File: config.mk
export PLATFORM = sky130hd
export DESIGN_NAME = drt_top
export DESIGN_NICKNAME = d
export VERILOG_FILES = /design/src/core/drt_pkg.sv /design/src/core/drt_top.sv
export SDC_FILE = /design/constraint.sdc
export NUM_CORES = 1
export LEC_CHECK = 0
export BUFFER_PORTS_ARGS = -buffer_cell sky130_fd_sc_hd__buf_2
export CAP_MARGIN = 30
export CORE_ASPECT_RATIO = 2
export CORE_UTILIZATION = 51
export CTS_BUF_LIST = sky130_fd_sc_hd__clkbuf_16
export DETAILED_ROUTE_END_ITERATION = 12
export PLACE_DENSITY_LB_ADDON = 0.05
export SYNTH_ARGS = -nofsm -noshare
export SYNTH_HDL_FRONTEND = slang
export SYNTH_SLANG_ARGS = --single-unit
File: constraint.sdc
create_clock -name CLK_SYS -period 3.38 [get_ports CLK_SYS]
set_input_delay 0.676 -clock CLK_SYS [delete_from_list [all_inputs] [get_ports CLK_SYS]]
set_output_delay 0.676 -clock CLK_SYS [all_outputs]
set_load 0.03 [all_outputs]
File: src/core/drt_pkg.sv
// constants shared by the drive reset and thermal trip block
`default_nettype none
package drt_pkg;
    // ==========================================================
    // register byte offsets
    localparam logic [7:0] OFF_FUNC_ASSIGN = 8'h00;
    localparam logic [7:0] OFF_POLARITY    = 8'h04;
    localparam logic [7:0] OFF_OFF_DELAY   = 8'h08;
    localparam logic [7:0] OFF_LOGIC_REQ   = 8'h0C;
    localparam logic [7:0] OFF_STATUS      = 8'h10;
    localparam logic [7:0] OFF_IRQ_STAT    = 8'h14;
    localparam logic [7:0] OFF_IRQ_MASK    = 8'h18;

    // ==========================================================
    // field layout and codes
    localparam int         NUM_INPUTS     = 5;
    localparam int         FUNC_W         = 5;
    localparam int         NUM_LOGIC_OUT  = 3;
    localparam int         DELAY_W        = 8;
    localparam int         THERM_INPUT    = 4;
    localparam logic [4:0] FUNC_RESET     = 5'h12;
    localparam logic [4:0] FUNC_THERMAL   = 5'h13;
    localparam logic [5:0] TRIP_CODE_THERM = 6'h23;
    localparam logic [5:0] TRIP_CODE_NONE  = 6'h00;
    localparam int         IRQ_TRIP       = 0;
    localparam int         IRQ_RESET_DONE = 1;
    localparam int         IRQ_W          = 2;

    // ==========================================================
    // reset values
    localparam logic [24:0] FUNC_ASSIGN_RST = 25'h0000000;
    localparam logic [4:0]  POLARITY_RST    = 5'h00;
    localparam logic [23:0] OFF_DELAY_RST   = 24'h000000;
    localparam logic [2:0]  LOGIC_REQ_RST   = 3'h0;
    localparam logic [1:0]  IRQ_MASK_RST    = 2'h0;

    // ==========================================================
    // timing: figures as given, then cycle counts at the clock rate
    localparam int unsigned CLK_MHZ        = 200;
    localparam int unsigned RST_MIN_US     = 12000;
    localparam int unsigned ALARM_CLR_US   = 30000;
    localparam int unsigned OUT_HOLD_MS    = 1000;
    localparam int unsigned RST_MIN_CYC    = RST_MIN_US * CLK_MHZ;
    localparam int unsigned ALARM_CLR_CYC  = ALARM_CLR_US * CLK_MHZ;
    localparam int unsigned OUT_HOLD_CYC   = OUT_HOLD_MS * 1000 * CLK_MHZ;
    // display half swap period, slow enough for the eye to follow
    localparam int unsigned BLINK_CYC      = 20000000;

    // sequencer states, one-hot
    typedef enum logic [3:0] {
        ST_PWRUP = 4'h1,
        ST_IDLE  = 4'h2,
        ST_HELD  = 4'h4,
        ST_APPLY = 4'h8
    } drt_state_e;
endpackage
`default_nettype wire

File: src/core/drt_top.sv
// reset request sequencing, trip latch and thermistor trip path with apb registers
//
// Decided for this implementation: the APB slave port and the placing of the registers.
`default_nettype none
module drt_top #(
    parameter int unsigned RST_MIN_CYC  = drt_pkg::RST_MIN_CYC,
    parameter int unsigned OUT_HOLD_CYC = drt_pkg::OUT_HOLD_CYC,
    parameter int unsigned BLINK_CYC    = drt_pkg::BLINK_CYC
) (
    input  wire logic        CLK_SYS,          // system clock, 200 MHz
    input  wire logic        RST_N,            // synchronous reset, active low
    input  wire logic        CE,               // clock enable, freezes state when low
    input  wire logic [4:0]  GEN_IN,           // five general input pins
    input  wire logic        OVERTEMP_FLAG,    // thermistor front end flag on fifth input
    input  wire logic        RUN_CMD,          // run command from the drive control
    input  wire logic        PSEL,             // apb select
    input  wire logic        PENABLE,          // apb enable
    input  wire logic        PWRITE,           // apb direction
    input  wire logic [7:0]  PADDR,            // apb byte address
    input  wire logic [31:0] PWDATA,           // apb write data
    output logic             PREADY,           // apb ready
    output logic [31:0]      PRDATA,           // apb read data
    output logic             PSLVERR,          // apb error on unmapped address
    output logic             MOTOR_EN,         // motor output drive enable
    output logic [2:0]       LOGIC_OUT,        // logic outputs
    output logic             ALARM_OUT,        // alarm output
    output logic             TRIP_MODE,        // drive is in trip mode
    output logic [5:0]       TRIP_CODE,        // trip code shown on display
    output logic             DISP_ALT,         // display shows alternating segments
    output logic             DISP_PHASE,       // which segment half is lit
    output logic             IRQ               // level interrupt
);
    // ==========================================================
    // input synchronisers
    logic [4:0] gen_s1_q;
    logic [4:0] gen_s2_q;
    logic       th_s1_q;
    logic       th_s2_q;
    logic       run_s1_q;
    logic       run_s2_q;

    // pins come from outside the clock domain; two stages before use
    always_ff @(posedge CLK_SYS)
    begin
        if (!RST_N)
        begin
            gen_s1_q <= 5'h00;
            gen_s2_q <= 5'h00;
            th_s1_q  <= 1'b0;
            th_s2_q  <= 1'b0;
            run_s1_q <= 1'b0;
            run_s2_q <= 1'b0;
        end
        else if (CE)
        begin
            gen_s1_q <= GEN_IN;
            gen_s2_q <= gen_s1_q;
            th_s1_q  <= OVERTEMP_FLAG;
            th_s2_q  <= th_s1_q;
            run_s1_q <= RUN_CMD;
            run_s2_q <= run_s1_q;
        end
    end

    // ==========================================================
    // registers
    logic [24:0] func_q;
    logic [4:0]  pol_q;
    logic [23:0] dly_q;
    logic [2:0]  lreq_q;
    logic [1:0]  irq_stat_q;
    logic [1:0]  irq_mask_q;
    logic [31:0] prdata_q;
    logic        pslverr_q;

    // function field of one input
    function automatic logic [4:0] field_of(input logic [24:0] f, input int idx);
        field_of = f[idx*drt_pkg::FUNC_W +: drt_pkg::FUNC_W];
    endfunction

    // ==========================================================
    // apb decode
    wire setup_ph  = PSEL & ~PENABLE & CE;
    wire access_ph = PSEL & PENABLE & CE;
    wire wr_acc    = access_ph & PWRITE;
    wire hit_func  = (PADDR == drt_pkg::OFF_FUNC_ASSIGN);
    wire hit_pol   = (PADDR == drt_pkg::OFF_POLARITY);
    wire hit_dly   = (PADDR == drt_pkg::OFF_OFF_DELAY);
    wire hit_lreq  = (PADDR == drt_pkg::OFF_LOGIC_REQ);
    wire hit_stat  = (PADDR == drt_pkg::OFF_STATUS);
    wire hit_irqs  = (PADDR == drt_pkg::OFF_IRQ_STAT);
    wire hit_irqm  = (PADDR == drt_pkg::OFF_IRQ_MASK);
    wire mapped    = hit_func | hit_pol | hit_dly | hit_lreq | hit_stat | hit_irqs | hit_irqm;
    wire irqs_rd   = access_ph & ~PWRITE & hit_irqs;

    // thermal code refused off the fifth input
    logic [24:0] func_wr;
    always_comb
    begin
        func_wr = func_q;
        for (int i = 0; i < drt_pkg::NUM_INPUTS; i++)
        begin
            if (PWDATA[i*5 +: 5] != drt_pkg::FUNC_THERMAL || i == drt_pkg::THERM_INPUT)
            begin
                func_wr[i*5 +: 5] = PWDATA[i*5 +: 5];
            end
        end
    end

    // ==========================================================
    // input function decode
    logic [4:0] is_reset;
    always_comb
    begin
        is_reset = 5'h00;
        for (int i = 0; i < drt_pkg::NUM_INPUTS; i++)
        begin
            is_reset[i] = (field_of(func_q, i) == drt_pkg::FUNC_RESET);
        end
    end

    wire [4:0] eff_pol  = pol_q & ~is_reset;
    wire [4:0] in_level = gen_s2_q ^ eff_pol;
    wire       rst_in   = |(in_level & is_reset);
    // one flag covers hot and open
    wire       th_armed = (field_of(func_q, drt_pkg::THERM_INPUT) == drt_pkg::FUNC_THERMAL);
    wire       th_trip  = th_armed & th_s2_q;

    // off-delay parameter a, b, c each nonzero means a delayed output
    logic [2:0] dly_nz;
    always_comb
    begin
        for (int k = 0; k < drt_pkg::NUM_LOGIC_OUT; k++)
        begin
            dly_nz[k] = |dly_q[k*drt_pkg::DELAY_W +: drt_pkg::DELAY_W];
        end
    end

    // ==========================================================
    // reset sequencer
    drt_pkg::drt_state_e st_q;
    drt_pkg::drt_state_e st_d;
    logic [31:0]         held_q;
    logic                trip_q;
    logic                rst_in_q;
    logic [31:0]         hold_q;
    logic [2:0]          keep_q;
    logic [31:0]         blink_q;
    logic                phase_q;

    wire held_ok   = (held_q >= RST_MIN_CYC);
    wire rst_rise  = rst_in & ~rst_in_q;
    // delayed outputs are chosen from the requested levels, live in the onset cycle,
    // so a delayed output never blinks off for one cycle before keep_q loads
    wire [2:0] keep_now = rst_rise ? (lreq_q & dly_nz) : keep_q;
    wire apply     = (st_q == drt_pkg::ST_APPLY);
    // trip setting in the same cycle as a clear wins
    wire trip_set  = th_trip;
    wire trip_evt  = trip_set & ~trip_q;

    // act on release after a long enough hold
    always_comb
    begin
        st_d = st_q;
        unique case (st_q)
            drt_pkg::ST_PWRUP: st_d = drt_pkg::ST_APPLY;
            drt_pkg::ST_IDLE:  if (rst_in) st_d = drt_pkg::ST_HELD;
            drt_pkg::ST_HELD:  if (!rst_in) st_d = held_ok ? drt_pkg::ST_APPLY : drt_pkg::ST_IDLE;
            drt_pkg::ST_APPLY: st_d = rst_in ? drt_pkg::ST_HELD : drt_pkg::ST_IDLE;
        endcase
    end

    // power-up enters the same apply step
    always_ff @(posedge CLK_SYS)
    begin
        if (!RST_N)
        begin
            st_q <= drt_pkg::ST_PWRUP;
        end
        else if (CE)
        begin
            st_q <= st_d;
        end
    end

    // hold-time counter saturates so long presses cannot wrap
    always_ff @(posedge CLK_SYS)
    begin
        if (!RST_N)
        begin
            held_q <= 32'h00000000;
        end
        else if (CE)
        begin
            if (st_q != drt_pkg::ST_HELD)
                held_q <= 32'h00000000;
            else if (!held_ok)
                held_q <= held_q + 32'h00000001;
        end
    end

    // trip latch held until a reset is applied
    always_ff @(posedge CLK_SYS)
    begin
        if (!RST_N)
        begin
            trip_q <= 1'b0;
        end
        else if (CE)
        begin
            if (trip_set)
                trip_q <= 1'b1;
            else if (apply)
                trip_q <= 1'b0;
        end
    end

    // outputs with off-delay kept about 1 s past reset onset
    always_ff @(posedge CLK_SYS)
    begin
        if (!RST_N)
        begin
            rst_in_q <= 1'b0;
            hold_q   <= 32'h00000000;
            keep_q   <= 3'h0;
        end
        else if (CE)
        begin
            rst_in_q <= rst_in;
            if (rst_rise)
            begin
                hold_q <= OUT_HOLD_CYC;
                keep_q <= lreq_q & dly_nz;
            end
            else if (hold_q != 32'h00000000)
                hold_q <= hold_q - 32'h00000001;
            else
                keep_q <= 3'h0;
        end
    end

    // segment halves swap while reset held
    always_ff @(posedge CLK_SYS)
    begin
        if (!RST_N)
        begin
            blink_q <= 32'h00000000;
            phase_q <= 1'b0;
        end
        else if (CE)
        begin
            if (!rst_in)
            begin
                blink_q <= 32'h00000000;
                phase_q <= 1'b0;
            end
            else if (blink_q >= BLINK_CYC - 32'd1)
            begin
                blink_q <= 32'h00000000;
                phase_q <= ~phase_q;
            end
            else
                blink_q <= blink_q + 32'h00000001;
        end
    end

    // ==========================================================
    // register writes and interrupt status
    always_ff @(posedge CLK_SYS)
    begin
        if (!RST_N)
        begin
            func_q     <= drt_pkg::FUNC_ASSIGN_RST;
            pol_q      <= drt_pkg::POLARITY_RST;
            dly_q      <= drt_pkg::OFF_DELAY_RST;
            lreq_q     <= drt_pkg::LOGIC_REQ_RST;
            irq_mask_q <= drt_pkg::IRQ_MASK_RST;
        end
        else if (wr_acc)
        begin
            if (hit_func) func_q     <= func_wr;
            if (hit_pol)  pol_q      <= PWDATA[4:0];
            if (hit_dly)  dly_q      <= PWDATA[23:0];
            if (hit_lreq) lreq_q     <= PWDATA[2:0];
            if (hit_irqm) irq_mask_q <= PWDATA[1:0];
        end
    end

    // read clears status; a new event in the same cycle still sets
    always_ff @(posedge CLK_SYS)
    begin
        if (!RST_N)
        begin
            irq_stat_q <= 2'h0;
        end
        else if (CE)
        begin
            // only bits already captured for the reader are cleared; an event that
            // lands between setup and access would otherwise be lost unseen
            irq_stat_q <= (irqs_rd ? (irq_stat_q & ~prdata_q[1:0]) : irq_stat_q)
                          | {apply, trip_evt};
        end
    end

    // ==========================================================
    // read data captured in setup so it is steady through access
    wire [31:0] rd_mux =
        hit_func ? {7'h00, func_q} :
        hit_pol  ? {27'h0000000, pol_q} :
        hit_dly  ? {8'h00, dly_q} :
        hit_lreq ? {29'h00000000, lreq_q} :
        hit_stat ? {18'h00000, TRIP_CODE, st_q, DISP_ALT, rst_in, ALARM_OUT, trip_q} :
        hit_irqs ? {30'h00000000, irq_stat_q} :
        hit_irqm ? {30'h00000000, irq_mask_q} : 32'h00000000;

    always_ff @(posedge CLK_SYS)
    begin
        if (!RST_N)
        begin
            prdata_q  <= 32'h00000000;
            pslverr_q <= 1'b0;
        end
        else if (setup_ph)
        begin
            prdata_q  <= PWRITE ? 32'h00000000 : rd_mux;
            pslverr_q <= ~mapped;
        end
    end

    // ==========================================================
    // outputs
    // alarm masked once the hold is accepted, well under 30 ms
    // mask also covers the apply cycle, else the alarm blips once before trip clears
    wire alarm_mask = ((st_q == drt_pkg::ST_HELD) & held_ok) | apply;

    assign PREADY    = CE;
    assign PRDATA    = prdata_q;
    assign PSLVERR   = pslverr_q;
    // threshold lives in the front end, no setting reaches it
    assign TRIP_MODE = trip_q;
    assign TRIP_CODE = trip_q ? drt_pkg::TRIP_CODE_THERM : drt_pkg::TRIP_CODE_NONE;
    assign ALARM_OUT = trip_q & ~alarm_mask;
    // motor drive drops at once, no ramp
    // run resumes once trip and reset are gone and the sequencer is past the power-up and apply steps
    assign MOTOR_EN  = run_s2_q & ~trip_q & ~rst_in & (st_q != drt_pkg::ST_PWRUP) & ~apply;
    // logic outputs drop while reset is held unless delayed; a trip leaves them at the requested levels
    assign LOGIC_OUT = rst_in ? keep_now : lreq_q;
    assign DISP_ALT  = rst_in;
    // phase register clears one edge after release; gate it so the display is normal at once
    assign DISP_PHASE = phase_q & rst_in;
    assign IRQ       = |(irq_stat_q & irq_mask_q);
endmodule
`default_nettype wire

# [Word level (Yosys, flattened, before mapping)]
# Index checks and enable logic that the tools add are counted.
[word_totals] ff_bits=214 input_bits=53 out_inout_bits=49
[classes] addsub=3 magnitude_cmp=2 eq_ne=27 muxes=29 bitwise=42 reduce_logical=24
[ops] operator="two-way mux 32 bit" count=6
[ops] operator="adder 32 x 1 -> 32 bit (second input constant)" count=2
[ops] operator="two-way mux 25 bit" count=2
[ops] operator="two-way mux 24 bit" count=2
[ops] operator="greater-or-equal comparator 32 x 22 -> 1 bit (second input constant)" count=1
[ops] operator="greater-or-equal comparator 32 x 25 -> 1 bit (second input constant)" count=1
[ops] operator="nonzero test 32 bit" count=1
[ops] operator="subtractor 32 x 1 -> 32 bit (second input constant)" count=1
[ops] operator="== test 5 bit (second input constant)" count=6
[ops] operator="two-way mux 14 bit" count=2
[ops] operator="== test 8 x 5 -> 1 bit (second input constant)" count=3
[ops] operator="OR reduction 8 bit" count=3
[ops] operator="!= test 5 bit (second input constant)" count=4
[ops] operator="AND reduction 2 bit" count=10
[ops] operator="AND 1 bit" count=17
[ops] operator="== test 8 x 4 -> 1 bit (second input constant)" count=2
[ops] operator="case mux 4 bit (4 select lines)" count=1
[ops] operator="two-way mux 3 bit" count=5
[ops] operator="AND reduction 3 bit" count=5
[ops] operator="two-way mux 4 bit" count=3
[ops] operator="AND 5 bit" count=2
[ops] operator="inverter 1 bit" count=9
[ops] operator="== test 8 x 3 -> 1 bit (second input constant)" count=1
[ops] operator="zero test 8 bit" count=1
[ops] operator="other kinds (21)" count=37

# [Longest topological paths before layout]
[depth] ltp_word=12 depth_mapped=9 depth_no_buf=8

# [Least setup slack after synthesis]
# No wires, ideal clock.
[synth_path] path_type="reg2out" from="register func_q[5]" to="output port MOTOR_EN" arrival_ns=2.863 required_time_ns=2.704 setup_slack_ns=-0.159 path_stages_with_launch=6 path_buffers=0 path_cell_list="dfxtp_1 -> and4b_1 -> a32oi_1 -> and4_1 -> clkinv_1 -> a2111oi_0"
[synth_via] elab_chain_len=10
[synth_rtl] item="start, declared" line_no="drt_top.sv:67" source="logic [24:0] func_q;"
[synth_rtl] item="start signal, assigned" line_no="drt_top.sv:273" source="func_q <= drt_pkg::FUNC_ASSIGN_RST;"
[synth_rtl] item="start signal, assigned" line_no="drt_top.sv:281" source="if (hit_func) func_q <= func_wr;"
[synth_rtl] item="== test 5 bit (*)" line_no="drt_top.sv:118" source="is_reset[i] = (field_of(func_q, i) == drt_pkg::FUNC_RESET);"
[synth_rtl] item="inverter 5 bit" line_no="drt_top.sv:122" source="wire [4:0] eff_pol = pol_q & ~is_reset;"
[synth_rtl] item="AND 5 bit" line_no="drt_top.sv:122"
[synth_rtl] item="XOR 5 bit" line_no="drt_top.sv:123" source="wire [4:0] in_level = gen_s2_q ^ eff_pol;"
[synth_rtl] item="AND 5 bit (*)" line_no="drt_top.sv:124" source="wire rst_in = |(in_level & is_reset);"
[synth_rtl] item="OR reduction 5 bit (*)" line_no="drt_top.sv:124"
[synth_rtl] item="via DISP_ALT" line_no="drt_top.sv:29" source="output logic DISP_ALT,"
[synth_rtl] item="inverter 1 bit (*)" line_no="drt_top.sv:345" source="assign MOTOR_EN = run_s2_q & ~trip_q & ~rst_in & (st_q != drt_pkg::ST_PWRUP) & ~apply;"
[synth_rtl] item="AND 1 bit (*) (3 in a row)" line_no="drt_top.sv:345"
[synth_rtl] item="end, declared" line_no="drt_top.sv:24" source="output logic MOTOR_EN,"
# Mark *: on every way through the listed nets, which the timed path passes. The rest lies on a longest branch.

# [Final worst setup path]
[layout_path] from="register func_q[24]" to="output port MOTOR_EN"
[layout_via] elab_chain_len=10
[layout_rtl] item="== test 5 bit (*)" line_no="drt_top.sv:118"
[layout_rtl] item="inverter 5 bit" line_no="drt_top.sv:122"
[layout_rtl] item="AND 5 bit" line_no="drt_top.sv:122"
[layout_rtl] item="XOR 5 bit" line_no="drt_top.sv:123"
[layout_rtl] item="AND 5 bit (*)" line_no="drt_top.sv:124"
[layout_rtl] item="OR reduction 5 bit (*)" line_no="drt_top.sv:124"
[layout_rtl] item="inverter 1 bit (*)" line_no="drt_top.sv:345"
[layout_rtl] item="AND 1 bit (*) (3 in a row)" line_no="drt_top.sv:345"
# Every way passes the cells marked *; elsewhere a longest branch is shown, timed or not.

==> results.rst <==
.. list-table::
   :header-rows: 1

   * - Metric
     - Value
   * - Portion of total power attributed to sequential cells
     - 42.6%
   * - Deepest level of the CTS H-tree
     - 1
   * - Leading post-synthesis cells by cell area
     - sky130_fd_sc_hd__dfxtp_1, sky130_fd_sc_hd__nand2_1, sky130_fd_sc_hd__nor2_1, sky130_fd_sc_hd__a21oi_1, sky130_fd_sc_hd__xor2_1
   * - Final setup violation count
     - 0
   * - Count of nets after finishing
     - 1268
   * - Worst-path cell with the longest stage delay
     - sky130_fd_sc_hd__and4_4
   * - Kind of capture point of the worst setup path
     - output pin
   * - Startpoint type of the worst setup path
     - register
   * - Number of max-slew violations in the final report
     - 0
   * - Proportion of synthesized flip-flops having asynchronous set or reset
     - 0%
   * - Switching component of the power
     - 2.11 mW
   * - Synth Cell Area
     - 9420 um2
   * - Horiz. Die Dim
     - 98.1 um
   * - Syn. warnings
     - 0
   * - Detailed-router iteration count before antenna repair
     - 5
   * - Transition at the pin with the smallest max-transition slack
     - 0.960 ns
   * - Average wire per standard cell
     - 17.8 um
   * - Most numerous cell on the critical path
     - sky130_fd_sc_hd__buf_4
   * - Highest attainable clock frequency
     - 0.309 GHz
   * - First-pass GRT wire length
     - 41300 um
   * - Count of flip-flops with a built-in enable after synthesis
     - 0
   * - Class of the most critical setup path
     - register to output pin
   * - Avg Synthesized Cell Area
     - 8.25 um2
   * - # port buffers
     - 84
   * - Initial core utilization
     - 51.7%
   * - RSZ-0062 raised after global routing
     - no
   * - Sink Count
     - 207
   * - Share of synthesized area occupied by flip-flops and latches
     - 44.0%
   * - Peak supply drop
     - 0.000435 V
   * - Final worst setup slack
     - 0.144 ns
   * - Number of hold buffers added after cts
     - 0
   * - Ys flop type
     - sky130_fd_sc_hd__dfxtp_1
   * - Post-route clock skew
     - 0.0154 ns
   * - Residual antenna-violating net count after detailed routing
     - 0
   * - Part of the cycle the worst path needs
     - 95.7%
   * - Total power
     - 6.54 mW
   * - Gate count after technology mapping
     - 1142
   * - Clock latency of the later-clocked register in the worst-skew pair
     - 0.49 ns
   * - Top-Level Pins
     - 102
   * - Fin cells
     - 1436
   * - Clock tree root buffer cell
     - sky130_fd_sc_hd__clkbuf_16
   * - Number of violations of the max-capacitance limit
     - 0
   * - Post-route cell area
     - 10700 um2
   * - Post-route core utilization
     - 58.5%
   * - Dominant cell type by area after synthesis
     - sky130_fd_sc_hd__dfxtp_1
   * - Data required time at the worst endpoint
     - 2.70 ns
   * - Share of total power in combinational logic
     - 25.1%
   * - Initial antenna violation count
     - 0
   * - Area added between synthesis and finish
     - 13.1%
   * - Clock tree from TritonCTS
     - yes
   * - Worst min-delay path category
     - primary input to register
   * - Maximum fanout count along the critical path
     - 9
   * - Fraction of layout instances using a drive strength above 1
     - 12.4%
   * - Power Dens Cells
     - 614 nW/um2
   * - Worst slack, placed
     - 0.347 ns
   * - Final estimated routing congestion in global placement
     - 0.876
   * - Commonest cells in the synthesized netlist
     - sky130_fd_sc_hd__dfxtp_1, sky130_fd_sc_hd__nand2_1, sky130_fd_sc_hd__nor2_1
   * - Post-placement cell count
     - 1402
   * - Iteration-0 DRC Markers
     - 373
   * - Sw Ratio
     - 32.2%
   * - Final-layout setup total negative slack
     - 0 ns
   * - Hpwl dp
     - 18400 um
   * - Number of placement rows
     - 70
   * - GRT overflow
     - 0
   * - Most common cell in the netlist
     - sky130_fd_sc_hd__dfxtp_1
   * - Placeable core region
     - 18200 um2
   * - Pleak
     - 4.01 nW
   * - Post-synthesis register bit count
     - 207
   * - Overall die area
     - 19100 um2
   * - Buffers from clock root to sink, at most
     - 3
   * - Worst-path clk slew
     - 0.06 ns
   * - Global-route usage over all layers
     - 26.9%
   * - Worst path max stage delay
     - 0.38 ns
   * - Y dimension of the die
     - 194 um
   * - Clock power frac
     - 32.3%
   * - Remaining routing DRC violations
     - 0
   * - Total detailed-routing wirelength
     - 25600 um
   * - Via count
     - 8385
   * - Cells along the critical path
     - nor4bb_1 > buf_4 > a32oi_1 > and4_4 > clkinvlp_4 > a2111oi_1 > buf_4
   * - Via count of the first global-routing pass
     - 8274
   * - Internal power
     - 4.43 mW
   * - Number of unique standard cell types used by synthesis
     - 71
   * - Worst path arrival time
     - 2.56 ns
   * - Number of endpoints with negative hold slack in the final report
     - 0
   * - Final worst hold slack
     - 0.419 ns
   * - Min Clock Period, post-route
     - 3.24 ns
   * - Inserted Diodes
     - 0
   * - Share of the synthesized area in the top cell type
     - 44.0%
   * - Slew headroom
     - 36.0%
   * - Placed cell area
     - 10000 um2
   * - Status
     - completed
   * - Number of vias per cell
     - 5.84
   * - CTS Buf Count
     - 20
   * - Maximum number of pins on one net before global-route repair
     - 62
-- final timing paths --
path / start / to / slack [ns] / cells past startpoint
worst max-delay path: func_q[24] / MOTOR_EN / 0.14 / 7
worst min register to register: PRDATA[8] / PRDATA[8] / 0.45 / 2
worst min-delay path: OVERTEMP_FLAG / th_s1_q / 0.42 / 3
worst max register to register: hold_q[19] / keep_q[2] / 0.57 / 6
-- layout make-up --
cell class                      count  area [um2]
Multi-Input combinational cell    847        4900
Sequential cell                   207        4140
Fill cell                        1775        7560
Clock inverter                     10        70.1
Clock buffer                       21         526
Timing Repair Buffer              113         653
Tap cell                          216         270
Inverter                           22        87.6
-- layout by cell type (no fill, tap or decap), drive strengths merged, types with 10 or more instances in the layout --
cell    instances
clkbuf         21
xnor2          15
nand3          39
nand2         145
a22oi          21
buf           113
conb           10
a21oi          84
nor4           22
nand4          18
nor3           22
o21ai          50
xor2           47
inv            24
o211ai         20
and2           33
dfxtp         207
mux2i          34
nor2          145
-- logic make-up after synthesis --
kind of cell | Yosys count | synth area share [%]
buffers and inverters | 97 | 4.53
AND/OR/NAND/NOR | 486 | 24.5
XOR/XNOR | 62 | 5.76
AO/OA/AOI/OAI | 251 | 17.0
adder cells (fa/ha/maj) | 4 | 0.531
multiplexers | 34 | 3.61
other | 1 | 0.0398
flip-flops | 207 | 44.0
-- critical path, delay by kind of cell (launching register included) --
family,cells,cell delay (ns)
buffers and inverters,3,0.60
AOI/OAI and AO/OA,2,0.59
and+or+nand+nor,2,0.54
DFF,1,0.33
-- layer usage --
layer	vias up	routed length (um)	track usage (%)
li1	4145	-	-
met1	3999	9080	26.3
met2	181	14600	54.2
met3	60	917	3.14
met4	0	981	12.1
met5	-	0	0
-- sequential cells by signal, summed over array words and instances (netlist names) --
signal,count
th_s1_q,1
rst_in_q,1
th_s2_q,1
hold_q,32
func_q,25
run_s1_q,1
held_q,32
dly_q,24
gen_s2_q,5
st_q,4
gen_s1_q,5
TRIP_MODE,1
run_s2_q,1
pol_q,5
phase_q,1
lreq_q,3
PSLVERR,1
keep_q,3
PRDATA,25
blink_q,32
irq_mask_q,2
irq_stat_q,2
-- power groups by stage --
stage               Clock [mW]  Sequential (mW)  Combinational, mW
finish                    2.11             2.79               1.64
floorplan                    0             2.79               1.34
global route              2.25             2.81               1.83
CTS                       2.16             2.78               1.64
detailed placement           0             2.84               1.63
global placement             0             2.83               1.61
-- timing repair --
item | CTS | global route
resized for setup | 2 | 2
pin swaps | 0 | 1
setup buffers | 0 | 3
setup endpoints to repair | 2 | 1
Note: power is estimated with default switching activity, not from simulation.
